--- config.mk ---
export PLATFORM = sky130hd
export DESIGN_NAME = radio_packet_framer
export DESIGN_NICKNAME = d
export VERILOG_FILES = /design/src/framer_pkg.sv /design/src/radio_packet_framer.sv
export SDC_FILE = /design/constraint.sdc
export NUM_CORES = 1
export LEC_CHECK = 0
export ABC_AREA = 1
export BUFFER_PORTS_ARGS = -buffer_cell sky130_fd_sc_hd__buf_2
export CAP_MARGIN = 20
export CORE_ASPECT_RATIO = 0.75
export CORE_UTILIZATION = 45
export CTS_CLUSTER_DIAMETER = 100
export CTS_CLUSTER_SIZE = 30
export DETAILED_ROUTE_END_ITERATION = 10
export GPL_TIMING_DRIVEN = 0
export SLEW_MARGIN = 5
export SYNTH_ARGS = -nofsm -noshare
export SYNTH_HDL_FRONTEND = slang
export SYNTH_SLANG_ARGS = --single-unit
--- constraint.sdc ---
create_clock -name clk_i -period 3.3 [get_ports clk_i]
set_input_delay 0.495 -clock clk_i [delete_from_list [all_inputs] [get_ports clk_i]]
set_output_delay 0.495 -clock clk_i [all_outputs]
set_load 0.02 [all_outputs]
--- src/framer_pkg.sv ---
// Package for the radio packet framer and transaction sequencer.
// Assumes a 50 MHz system clock and a classic Wishbone register master.
package framer_pkg;

  // ----------------------------------------------------------------------
  // Register map
  // ----------------------------------------------------------------------
  localparam logic [7:0] ADDR_CTRL    = 8'h00;
  localparam logic [7:0] ADDR_CFG     = 8'h04;
  localparam logic [7:0] ADDR_SEED    = 8'h08;
  localparam logic [7:0] ADDR_TX_LEN  = 8'h0C;
  localparam logic [7:0] ADDR_TX_DATA = 8'h10;
  localparam logic [7:0] ADDR_RX_DATA = 8'h14;
  localparam logic [7:0] ADDR_STATUS  = 8'h18;
  localparam logic [7:0] ADDR_IRQ_EN  = 8'h1C;
  localparam logic [7:0] ADDR_RX_LEN  = 8'h20;

  // ----------------------------------------------------------------------
  // Field positions
  // ----------------------------------------------------------------------
  localparam int CTRL_TX_GO    = 0;
  localparam int CTRL_RX_GO    = 1;
  localparam int CTRL_ABORT    = 2;
  localparam int CFG_SPREAD    = 0;
  localparam int CFG_CODE64    = 1;
  localparam int CFG_SOP64     = 2;
  localparam int CFG_CRC_EN    = 3;
  localparam int CFG_ZERO_SEED = 4;
  localparam int CFG_AUTO_ACK  = 5;
  localparam int CFG_IRQ_POL   = 6;
  localparam int CFG_IRQ_GPIO  = 7;
  localparam int CFG_GPIO_VAL  = 8;
  localparam int CFG_THREE_W   = 9;
  localparam int CFG_W         = 10;

  localparam logic [CFG_W-1:0] CFG_RESET = 10'h020;
  localparam logic [15:0]      SEED_RESET = 16'h0000;

  // Status bits: rx done, crc error, tx done, ack timeout, tx fifo low,
  // rx fifo not empty, rx overflow, busy.
  localparam int ST_RX_DONE  = 0;
  localparam int ST_CRC_ERR  = 1;
  localparam int ST_TX_DONE  = 2;
  localparam int ST_ACK_TO   = 3;
  localparam int ST_TX_LOW   = 4;
  localparam int ST_RX_AVAIL = 5;
  localparam int ST_RX_OVF   = 6;
  localparam int ST_BUSY     = 7;
  localparam int ST_W        = 8;

  // ----------------------------------------------------------------------
  // Buffer and framing constants
  // ----------------------------------------------------------------------
  localparam int FIFO_DEPTH = 16;
  localparam int FIFO_AW    = 4;
  localparam int SOP_SYMS   = 2;
  localparam int CRC_BYTES  = 2;
  localparam int MAX_LEN    = 40;
  localparam logic [15:0] CRC_POLY = 16'h8005;
  localparam logic [7:0]  ACK_LEN  = 8'h00;
  localparam logic [4:0]  TX_LOW_MARK = 5'h08;

  // ----------------------------------------------------------------------
  // Timing
  // ----------------------------------------------------------------------
  localparam int CLK_HZ        = 50_000_000;
  localparam int RATE_GFSK_KBPS = 1000;
  localparam int RATE_32_KBPS   = 250;
  localparam int RATE_64_KBPS   = 125;
  localparam int CYC_BIT_GFSK  = CLK_HZ / (RATE_GFSK_KBPS * 1000);
  localparam int CYC_BIT_32    = CLK_HZ / (RATE_32_KBPS * 1000);
  localparam int CYC_BIT_64    = CLK_HZ / (RATE_64_KBPS * 1000);
  localparam int SYNTH_US      = 100;
  localparam int SYNTH_CYC     = SYNTH_US * (CLK_HZ / 1_000_000);
  localparam int ACK_WAIT_US   = 2000;
  localparam int ACK_WAIT_CYC  = ACK_WAIT_US * (CLK_HZ / 1_000_000);
  localparam int TIMER_W       = 20;

  typedef enum logic [1:0] {
    RATE_GFSK,
    RATE_S32,
    RATE_S64
  } rate_e;

  // Serial link towards the modem: one bit per baud enable.
  typedef struct packed {
    logic  valid;
    logic  data;
    logic  sop;
    rate_e rate;
  } link_s;

endpackage

--- src/radio_packet_framer.sv ---
// Radio baseband framer with packet buffers and transaction sequencer.
// Assumes a bit-serial modem link carrying framed symbols, bus on Wishbone.
//
// The Wishbone register port and the placing of the registers were left to the implementer.
`timescale 1ns/1ps

module radio_packet_framer (
  input  wire logic                 clk_i,
  input  wire logic                 rst_i,
  input  wire logic [7:0]           wb_adr_i,
  input  wire logic [31:0]          wb_dat_i,
  output logic      [31:0]          wb_dat_o,
  input  wire logic                 wb_we_i,
  input  wire logic [3:0]           wb_sel_i,
  input  wire logic                 wb_cyc_i,
  input  wire logic                 wb_stb_i,
  output logic                      wb_ack_o,
  output framer_pkg::link_s         tx_link_o,
  input  wire framer_pkg::link_s    rx_link_i,
  output logic                      radio_tx_en_o,
  output logic                      radio_rx_en_o,
  output logic                      irq_o,
  output logic                      irq_oe_o
);

  // ----------------------------------------------------------------------
  // State
  // ----------------------------------------------------------------------
  typedef enum logic [3:0] {
    S_IDLE, S_SETTLE, S_TX_SOP, S_TX_LEN, S_TX_BODY, S_TX_CRC,
    S_ACK_WAIT, S_RX_LISTEN, S_RX_LEN, S_RX_BODY, S_RX_CRC, S_ACK_SEND
  } seq_e;

  seq_e                           seq_q;
  logic [framer_pkg::CFG_W-1:0]   cfg_q;
  logic [15:0]                    seed_q;
  logic [7:0]                     tx_len_q;
  logic [7:0]                     rx_len_q;
  logic [framer_pkg::ST_W-1:0]    st_q;
  logic [framer_pkg::ST_W-1:0]    irq_en_q;
  logic [7:0]                     txf_mem [framer_pkg::FIFO_DEPTH];
  logic [7:0]                     rxf_mem [framer_pkg::FIFO_DEPTH];
  logic [framer_pkg::FIFO_AW:0]   txf_wp_q, txf_rp_q, rxf_wp_q, rxf_rp_q;
  logic [4:0]                     txf_cnt, rxf_cnt;
  logic [framer_pkg::TIMER_W-1:0] tmr_q, baud_q;
  logic [7:0]                     sh_q;
  logic [2:0]                     bit_q;
  logic [7:0]                     bytes_q;
  logic [15:0]                    crc_q, crc0_q, rx_crc_q;
  logic                           ack_mode_q;
  logic                           wb_ack_q;
  logic [31:0]                    rdata_q;

  wire logic wb_req  = wb_cyc_i && wb_stb_i && !wb_ack_q;
  wire logic wb_wr   = wb_req && wb_we_i && wb_sel_i[0];
  wire logic wb_rd   = wb_req && !wb_we_i;

  assign txf_cnt = 5'(txf_wp_q - txf_rp_q);
  assign rxf_cnt = 5'(rxf_wp_q - rxf_rp_q);

  // One CRC step per bit, polynomial x16+x15+x2+1.
  function automatic logic [15:0] crc_step(input logic [15:0] c, input logic b);
    crc_step = (c[15] ^ b) ? ((c << 1) ^ framer_pkg::CRC_POLY) : (c << 1);
  endfunction

  // Bit period of a rate in clock cycles.
  function automatic logic [framer_pkg::TIMER_W-1:0] bit_cyc(input framer_pkg::rate_e r);
    case (r)
      framer_pkg::RATE_S32: bit_cyc = framer_pkg::TIMER_W'(framer_pkg::CYC_BIT_32);
      framer_pkg::RATE_S64: bit_cyc = framer_pkg::TIMER_W'(framer_pkg::CYC_BIT_64);
      default:              bit_cyc = framer_pkg::TIMER_W'(framer_pkg::CYC_BIT_GFSK);
    endcase
  endfunction

  // ----------------------------------------------------------------------
  // Rate selection
  // ----------------------------------------------------------------------
  // mode to rate
  framer_pkg::rate_e tx_rate;
  always_comb begin
    if (!cfg_q[framer_pkg::CFG_SPREAD]) begin
      tx_rate = framer_pkg::RATE_GFSK;
    end else if (cfg_q[framer_pkg::CFG_CODE64]) begin
      tx_rate = framer_pkg::RATE_S64;
    end else begin
      tx_rate = framer_pkg::RATE_S32;
    end
  end

  framer_pkg::rate_e sop_rate;
  assign sop_rate = cfg_q[framer_pkg::CFG_SOP64] ? framer_pkg::RATE_S64 : framer_pkg::RATE_S32;

  wire logic is_tx   = (seq_q == S_TX_SOP) || (seq_q == S_TX_LEN) ||
                       (seq_q == S_TX_BODY) || (seq_q == S_TX_CRC);
  wire logic is_rx   = (seq_q == S_RX_LISTEN) || (seq_q == S_RX_LEN) ||
                       (seq_q == S_RX_BODY) || (seq_q == S_RX_CRC) || (seq_q == S_ACK_WAIT);
  wire logic baud    = is_tx && (baud_q == '0);
  wire logic rx_bit  = rx_link_i.valid && !rx_link_i.sop && is_rx;
  wire logic byte_end = bit_q == 3'h7;
  wire logic crc_on  = cfg_q[framer_pkg::CFG_CRC_EN];
  wire logic body_done = bytes_q == (ack_mode_q ? framer_pkg::ACK_LEN : tx_len_q);
  wire logic tx_load = byte_end && !ack_mode_q &&
                       ((seq_q == S_TX_LEN && !body_done) ||
                        (seq_q == S_TX_BODY && bytes_q + 8'h01 != tx_len_q));
  wire logic tx_pop  = baud && tx_load;
  wire logic tx_need = tx_load && txf_cnt == 5'h00;
  wire logic [15:0] crc_nx = (seq_q == S_TX_BODY) ? crc_step(crc_q, sh_q[7]) : crc_q;

  wire logic rx_body_done = bytes_q == rx_len_q;
  wire logic [7:0] rx_byte = {sh_q[6:0], rx_link_i.data};
  wire logic [15:0] rx_crc_fin = {rx_crc_q[14:0], rx_link_i.data};
  wire logic crc_ok = !crc_on || (rx_crc_fin == crc_q) || (rx_crc_fin == crc0_q);
  wire logic rx_store = rx_bit && byte_end && (seq_q == S_RX_BODY) && !ack_mode_q;
  wire logic rx_end = rx_bit && (seq_q == S_RX_CRC || (seq_q == S_RX_BODY && !crc_on)) &&
                      (seq_q == S_RX_CRC ? (byte_end && bytes_q == 8'(framer_pkg::CRC_BYTES - 1))
                                          : (byte_end && bytes_q == 8'(rx_len_q - 8'h01)));

  // ----------------------------------------------------------------------
  // Baud timer for the transmit bit periods
  // ----------------------------------------------------------------------
  always_ff @(posedge clk_i) begin
    if (rst_i || !is_tx || baud_q == '0) begin
      baud_q <= (seq_q == S_TX_SOP) ? bit_cyc(sop_rate) - 1'b1 : bit_cyc(tx_rate) - 1'b1;
    end else begin
      baud_q <= baud_q - 1'b1;
    end
  end

  // ----------------------------------------------------------------------
  // Sequencer
  // ----------------------------------------------------------------------
  always_ff @(posedge clk_i) begin
    if (rst_i) begin
      seq_q      <= S_IDLE;
      tmr_q      <= '0;
      bit_q      <= '0;
      bytes_q    <= '0;
      sh_q       <= '0;
      crc_q      <= '0;
      crc0_q     <= '0;
      rx_crc_q   <= '0;
      ack_mode_q <= 1'b0;
      rx_len_q   <= '0;
    end else if (wb_wr && wb_adr_i == framer_pkg::ADDR_CTRL && wb_dat_i[framer_pkg::CTRL_ABORT]) begin
      seq_q <= S_IDLE;
    end else begin
      case (seq_q)
        S_IDLE: begin
          ack_mode_q <= 1'b0;
          if (wb_wr && wb_adr_i == framer_pkg::ADDR_CTRL && wb_dat_i[framer_pkg::CTRL_TX_GO]) begin
            seq_q <= S_SETTLE;
            tmr_q <= framer_pkg::TIMER_W'(framer_pkg::SYNTH_CYC);
          end else if (wb_wr && wb_adr_i == framer_pkg::ADDR_CTRL &&
                       wb_dat_i[framer_pkg::CTRL_RX_GO]) begin
            seq_q <= S_RX_LISTEN;
          end
        end
        S_SETTLE: begin
          bit_q   <= '0;
          bytes_q <= '0;
          tmr_q   <= tmr_q - 1'b1;
          crc_q   <= cfg_q[framer_pkg::CFG_ZERO_SEED] ? 16'h0000 : seed_q;
          if (tmr_q == '0) begin
            seq_q <= S_TX_SOP;
          end
        end
        S_TX_SOP: if (baud) begin
          bit_q <= 3'(bit_q + 1'b1);
          if (bit_q == 3'(framer_pkg::SOP_SYMS - 1)) begin
            bit_q <= '0;
            seq_q <= S_TX_LEN;
            sh_q  <= ack_mode_q ? framer_pkg::ACK_LEN : tx_len_q;
          end
        end
        S_TX_LEN, S_TX_BODY, S_TX_CRC: if (baud && !tx_need) begin
          bit_q <= 3'(bit_q + 1'b1);
          sh_q  <= {sh_q[6:0], 1'b0};
          crc_q <= crc_nx;
          if (byte_end) begin
            if (seq_q == S_TX_BODY) begin
              bytes_q <= bytes_q + 8'h01;
            end
            if (seq_q == S_TX_CRC) begin
              bytes_q <= bytes_q + 8'h01;
              sh_q    <= crc_q[7:0];
              if (bytes_q == 8'(framer_pkg::CRC_BYTES - 1)) begin
                seq_q <= ack_mode_q ? S_RX_LISTEN : S_ACK_WAIT;
                tmr_q <= framer_pkg::TIMER_W'(framer_pkg::ACK_WAIT_CYC);
              end
            end else if ((seq_q == S_TX_LEN && body_done) ||
                         (seq_q == S_TX_BODY && bytes_q + 8'h01 == tx_len_q)) begin
              seq_q   <= crc_on ? S_TX_CRC : (ack_mode_q ? S_RX_LISTEN : S_ACK_WAIT);
              bytes_q <= '0;
              sh_q    <= crc_nx[15:8];
              crc_q   <= crc_nx;
              tmr_q   <= framer_pkg::TIMER_W'(framer_pkg::ACK_WAIT_CYC);
            end else begin
              seq_q <= S_TX_BODY;
              sh_q  <= txf_mem[txf_rp_q[framer_pkg::FIFO_AW-1:0]];
            end
          end
        end
        S_ACK_WAIT: begin
          tmr_q <= tmr_q - 1'b1;
          if (rx_link_i.valid && rx_link_i.sop) begin
            seq_q <= S_IDLE;
          end else if (tmr_q == '0) begin
            seq_q <= S_IDLE;
          end
        end
        S_RX_LISTEN: if (rx_link_i.valid && rx_link_i.sop) begin
          seq_q    <= S_RX_LEN;
          bit_q    <= '0;
          bytes_q  <= '0;
          crc_q    <= seed_q;
          crc0_q   <= 16'h0000;
          ack_mode_q <= 1'b0;
        end
        S_RX_LEN, S_RX_BODY, S_RX_CRC: if (rx_bit) begin
          bit_q <= 3'(bit_q + 1'b1);
          sh_q  <= rx_byte;
          if (seq_q == S_RX_CRC) begin
            rx_crc_q <= rx_crc_fin;
          end else if (seq_q == S_RX_BODY) begin
            crc_q  <= crc_step(crc_q, rx_link_i.data);
            crc0_q <= crc_step(crc0_q, rx_link_i.data);
          end
          if (byte_end) begin
            bytes_q <= bytes_q + 8'h01;
            if (seq_q == S_RX_LEN) begin
              rx_len_q <= rx_byte;
              bytes_q  <= '0;
              seq_q    <= (rx_byte == 8'h00) ? (crc_on ? S_RX_CRC : S_RX_LISTEN) : S_RX_BODY;
            end else if (seq_q == S_RX_BODY && bytes_q + 8'h01 == rx_len_q && crc_on) begin
              seq_q   <= S_RX_CRC;
              bytes_q <= '0;
            end
          end
          if (rx_end) begin
            if (crc_ok && cfg_q[framer_pkg::CFG_AUTO_ACK] && rx_len_q != framer_pkg::ACK_LEN) begin
              seq_q      <= S_SETTLE;
              ack_mode_q <= 1'b1;
              tmr_q      <= framer_pkg::TIMER_W'(framer_pkg::SYNTH_CYC);
            end else begin
              seq_q <= S_RX_LISTEN;
            end
          end
        end
        S_ACK_SEND: seq_q <= S_IDLE;
        default: seq_q <= S_IDLE;
      endcase
    end
  end

  // ----------------------------------------------------------------------
  // Packet buffers
  // ----------------------------------------------------------------------
  // buffers, acks bypass
  always_ff @(posedge clk_i) begin
    if (rst_i) begin
      txf_wp_q <= '0;
      txf_rp_q <= '0;
    end else begin
      if (wb_wr && wb_adr_i == framer_pkg::ADDR_TX_DATA && txf_cnt != 5'(framer_pkg::FIFO_DEPTH)) begin
        txf_mem[txf_wp_q[framer_pkg::FIFO_AW-1:0]] <= wb_dat_i[7:0];
        txf_wp_q <= txf_wp_q + 1'b1;
      end
      if (tx_pop && txf_cnt != 5'h00 && !tx_need) begin
        txf_rp_q <= txf_rp_q + 1'b1;
      end
    end
  end

  always_ff @(posedge clk_i) begin
    if (rst_i) begin
      rxf_wp_q <= '0;
      rxf_rp_q <= '0;
    end else begin
      if (rx_store && rxf_cnt != 5'(framer_pkg::FIFO_DEPTH)) begin
        rxf_mem[rxf_wp_q[framer_pkg::FIFO_AW-1:0]] <= rx_byte;
        rxf_wp_q <= rxf_wp_q + 1'b1;
      end
      if (wb_rd && wb_adr_i == framer_pkg::ADDR_RX_DATA && rxf_cnt != 5'h00) begin
        rxf_rp_q <= rxf_rp_q + 1'b1;
      end
    end
  end

  // ----------------------------------------------------------------------
  // Status flags
  // ----------------------------------------------------------------------
  logic [framer_pkg::ST_W-1:0] ev;
  always_comb begin
    ev = '0;
    ev[framer_pkg::ST_RX_DONE] = rx_end && crc_ok && !ack_mode_q;
    ev[framer_pkg::ST_CRC_ERR] = rx_end && !crc_ok;
    ev[framer_pkg::ST_ACK_TO]  = (seq_q == S_ACK_WAIT) && tmr_q == '0 &&
                                 !(rx_link_i.valid && rx_link_i.sop);
    ev[framer_pkg::ST_TX_DONE] = (seq_q == S_ACK_WAIT) && rx_link_i.valid && rx_link_i.sop;
    ev[framer_pkg::ST_RX_OVF]  = rx_store && rxf_cnt == 5'(framer_pkg::FIFO_DEPTH);
  end

  // Set wins over a write-one-to-clear in the same cycle.
  always_ff @(posedge clk_i) begin
    if (rst_i) begin
      st_q <= '0;
    end else begin
      st_q <= ev | (st_q & ~((wb_wr && wb_adr_i == framer_pkg::ADDR_STATUS) ?
                             wb_dat_i[framer_pkg::ST_W-1:0] : '0));
      st_q[framer_pkg::ST_TX_LOW]   <= txf_cnt <= framer_pkg::TX_LOW_MARK;
      st_q[framer_pkg::ST_RX_AVAIL] <= rxf_cnt != 5'h00;
      st_q[framer_pkg::ST_BUSY]     <= seq_q != S_IDLE;
    end
  end

  // ----------------------------------------------------------------------
  // Register slave
  // ----------------------------------------------------------------------
  always_ff @(posedge clk_i) begin
    if (rst_i) begin
      cfg_q    <= framer_pkg::CFG_RESET;
      seed_q   <= framer_pkg::SEED_RESET;
      tx_len_q <= '0;
      irq_en_q <= '0;
    end else if (wb_wr) begin
      case (wb_adr_i)
        framer_pkg::ADDR_CFG:    cfg_q    <= wb_dat_i[framer_pkg::CFG_W-1:0];
        framer_pkg::ADDR_SEED:   seed_q   <= wb_dat_i[15:0];
        framer_pkg::ADDR_TX_LEN: tx_len_q <= wb_dat_i[7:0];
        framer_pkg::ADDR_IRQ_EN: irq_en_q <= wb_dat_i[framer_pkg::ST_W-1:0];
        default: ;
      endcase
    end
  end

  always_ff @(posedge clk_i) begin
    if (rst_i) begin
      wb_ack_q <= 1'b0;
      rdata_q  <= '0;
    end else begin
      wb_ack_q <= wb_req;
      case (wb_adr_i)
        framer_pkg::ADDR_CFG:     rdata_q <= 32'(cfg_q);
        framer_pkg::ADDR_SEED:    rdata_q <= 32'(seed_q);
        framer_pkg::ADDR_TX_LEN:  rdata_q <= 32'(tx_len_q);
        framer_pkg::ADDR_RX_DATA: rdata_q <= 32'(rxf_mem[rxf_rp_q[framer_pkg::FIFO_AW-1:0]]);
        framer_pkg::ADDR_STATUS:  rdata_q <= 32'(st_q);
        framer_pkg::ADDR_IRQ_EN:  rdata_q <= 32'(irq_en_q);
        framer_pkg::ADDR_RX_LEN:  rdata_q <= 32'(rx_len_q);
        default:                  rdata_q <= 32'h0000_0000;
      endcase
    end
  end

  assign wb_ack_o = wb_ack_q;
  assign wb_dat_o = rdata_q;

  // ----------------------------------------------------------------------
  // Link and pins
  // ----------------------------------------------------------------------
  always_ff @(posedge clk_i) begin
    if (rst_i) begin
      tx_link_o <= '0;
      irq_o     <= 1'b0;
      irq_oe_o  <= 1'b0;
    end else begin
      tx_link_o.valid <= baud && !tx_need;
      tx_link_o.sop   <= seq_q == S_TX_SOP;
      tx_link_o.data  <= (seq_q == S_TX_SOP) ? 1'b1 : sh_q[7];
      tx_link_o.rate  <= (seq_q == S_TX_SOP) ? sop_rate : tx_rate;
      irq_oe_o <= 1'b1;
      irq_o    <= cfg_q[framer_pkg::CFG_IRQ_GPIO] ? cfg_q[framer_pkg::CFG_GPIO_VAL] :
                  ((|(st_q & irq_en_q)) ~^ cfg_q[framer_pkg::CFG_IRQ_POL]);
    end
  end

  assign radio_tx_en_o = is_tx;
  assign radio_rx_en_o = is_rx;

endmodule
==> summary.md <==
| Metric | Value |
|---|---|
| Part of the cycle the worst path needs | `97.3%` |
| Synth warn | `0` |
| Hold-fix buffers, CTS | `0` |
| P_leak | `a little over 9 nW` |
| Post-DP HPWL | `51.7 mm` |
| Routed wire length | `around 70 mm` |
| Pin count of the biggest net entering global routing | `32` |
| Fin crit period | `about 3.2 ns` |
| Initial antenna violation count | `0` |
| Sequential element share of the synthesized area | `a little over half` |
| Most frequent cells after synthesis | `462 x nand2_1, 325 x nor2_1, 256 x edfxtp_1` |
| First-pass iteration count of the detailed router | `6` |
| Starting Density | `46.1%` |
| DRC | `0` |
| Main synth FF type | `edfxtp_1` |
| Via density | `5.62` |
| Clock skew | `~0.036 ns` |
| Critical path data required time | `~3.6 ns` |
| Global-route wire length before repair | `~110 mm` |
| WS Path Type | `reg2reg` |
| F_max | `0.312 GHz` |
| Fin nets | `2,820` |
| Synthesized instance count | `2,637` |
| Slew at the pin with the worst max-slew slack | `1.21 ns` |
| Most used cell, CP | `nor2_1` |
| Yosys cell types | `slightly above 60` |
| Relative slew slack | `19.3%` |
| Post-Syn Area | `0.0227 sq mm` |
| Hold Fails Final Rpt | `0` |
| Wire length per cell | `20.5 um` |
| CTS Buffer Depth | `3` |
| Startpoint types | `register` |
| Mapped Avg Cell Area | `between 8 and 9 sq um` |
| I/O pin cnt | `96` |
| Cells after DPL | `3,360` |
| Area of the core | `between 0.04 and 0.05 sq mm` |
| GR Util All Layers | `27.0%` |
| Worst-path cell chain | `inv_1 > ha_1 > inv_1 > o21bai_1 > a21oi_1 > nor2_1 > nor2_1 > xnor2_1 > nand2b_1 > nand2_1 > nor2_1 > nand2_1 > nor2_2` |
| Outcome | `finished, final reports clean` |
| RePlAce Congestion | `0.981` |
| Pre-CTS setup slack | `-0.559 ns` |
| Gr ovfl total | `0` |
| Critical path data arrival time | `3.46 ns` |
| CP Capture Type | `register` |
| Worst path buffer plus inverter count | `2` |
| Power Total | `0.0154 W` |
| Cell Pwr Density | `624 mW/mm^2` |
| Vias in the first global route | `17.7k` |
| Slowest CP cell | `nor2_2` |
| RSZ-0062 raised after global routing | `yes` |
| Post-Layout Cell Count | `3,401` |
| Layout cell share with drive strength beyond 1 | `8.65%` |
| Area growth syn-to-layout | `8.68%` |
| CP peak stage delay | `0.50 ns` |
| Final setup fails | `0` |
| Number of synthesized flops with an enable pin | `256` |
| Rows | `70` |
| Clk sink count | `477` |
| Pins over their slew limit | `0` |
| Max VDD drop | `0.466 mV` |
| Setup WS post-layout | `between 0.09 and 0.1 ns` |
| Root Driver | `clkbuf_16` |
| Fin util | `50.1%` |
| DR iter-0 viols | `2,296` |
| DRT antenna net count | `0` |
| Clk slew on worst S/H paths | `0.12 ns` |
| Clock Latency Late Sink | `approximately 0.6 ns` |
| Largest cells by area after synthesis | `edfxtp_1 34%, dfxtp_1 19%, nand2_1 7.6%, nor2_1 5.4%, a21oi_1 4.7%` |
| Chip width | `~260 um` |
| Synth area leader | `edfxtp_1` |
| Max_cap viols | `0` |
| Ys async rst share | `0%` |
| TritonCTS clock tree | `built` |
| TritonCTS Buffers | `20` |
| Most frequent cell after synthesis | `nand2_1` |
| Worst min path class | `in2reg` |
| # H-tree levels | `1` |
| Share of the synthesized area in the top cell type | `33.8%` |
| Die area | `between 0.05 and 0.06 sq mm` |
| Yosys reg bits | `477` |
| Top Family by Delay on Critical Path | `simple AND/OR/NAND/NOR gates` |
| Via count | `19.1k` |
| DIE HEIGHT | `197 um` |
| Setup TNS | `0 ns` |
| Worst Path Max Fanout | `8` |
| Count of port buffers added during placement | `58` |
## cell type report
| cell class | instances | area, sq um |
|---|---|---|
| plain buffers | 124 | 587 |
| multi-input cells | 1781 | 9250 |
| clock buffers | 31 | 542 |
| fillers | 4721 | 24600 |
| flip-flops and latches | 477 | 12100 |
| inverters | 270 | 1010 |
| repair buffers | 65 | 338 |
| clock inverters | 4 | 57.6 |
| well taps | 648 | 811 |
| diodes | 1 | 2.50 |
## kinds of logic (layout without fill, tap and decap cells)
logic type / Yosys count / in the layout / share of synthesized area [%]
buffers and inverters: 394 / 494 / 7.03
multiplexers: 31 / 31 / 1.36
flip-flops: 477 / 477 / 53.3
XOR/XNOR: 83 / 83 / 3.20
adder cells (fa/ha/maj): 27 / 27 / 1.49
other: 1 / 17 / 0.0165
AO/OA/AOI/OAI: 523 / 523 / 12.8
AND/OR/NAND/NOR: 1101 / 1101 / 20.9
## placed cells by master, fill, tap and decap left out, types with 39 or more instances in the layout
| cell type | instances |
|---|---|
| nor2_1 | 299 |
| edfxtp_1 | 256 |
| dfxtp_1 | 220 |
| buf_2 | 78 |
| xor2_1 | 39 |
| a21oi_1 | 212 |
| clkbuf_1 | 88 |
| nand2_1 | 462 |
| xnor2_1 | 44 |
| inv_1 | 246 |
| nor3_1 | 44 |
| o21ai_0 | 197 |
| nand3_1 | 168 |
## routing by layer
metal  GRT usage, %  vias to the layer above  part of all wire, %
met1           41.5                     9225                   47
met3           4.33                       77                  8.4
met4           4.44                        2                  1.6
met2           40.4                      743                   43
li1               -                     9059                    -
met5              0                        -                 0.13
## final timing paths
path | start | slack, ns | cells past startpoint | endpoint
worst min-delay path | wb_cyc_i | 0.14 | 3 | wb_ack_o
worst max register to register | rxf_rp_q[1] | 0.09 | 13 | rxf_mem[10][0]
worst max-delay path | rxf_rp_q[1] | 0.09 | 13 | rxf_mem[10][0]
worst min register to register | seed_q[12] | 0.47 | 2 | wb_dat_o[12]
## sequential cells by signal, indices dropped and copies added, names as in the netlist, 10 cells and up, named ones only
register / count
rxf_mem: 128
txf_mem: 128
baud_q: 20
tmr_q: 20
crc0_q: 16
crc_q: 16
seed_q: 16
wb_dat_o: 16
rx_crc_q: 15
cfg_q: 10
## timing repair
action	CTS	global route
resized for setup	10	36
pin swaps	0	1
setup endpoints to repair	128	216
buffers inserted	0	3
## worst register-to-register path, cell delays in order (launching register included)
cell,delay (ns)
dfxtp_1,0.38
inv_1,0.07
ha_1,0.29
inv_1,0.04
o21bai_1,0.19
a21oi_1,0.14
nor2_1,0.12
nor2_1,0.06
xnor2_1,0.30
nand2b_1,0.16
nand2_1,0.12
nor2_1,0.22
nand2_1,0.26
nor2_2,0.50
## stage by stage
stage | area (sq um) | hold WS, ns
6_report | 24700 | 0.142
5_1_grt | 24700 | 0.148
4_1_cts | 24500 | 0.129
3_5_place_dp | 23900 | 0.471
3_3_place_gp | 23900 | 0.462
2_1_floorplan | 22800 | 0.438
## power breakdown
| part | switching (W) | internal (W) | total, W |
|---|---|---|---|
| clock network | 0.00198 | 0.00119 | 0.00317 |
| registers | 0.000669 | 0.00683 | 0.00750 |
| logic | 0.00316 | 0.00160 | 0.00475 |
Note: power is estimated with default switching activity, not from simulation.
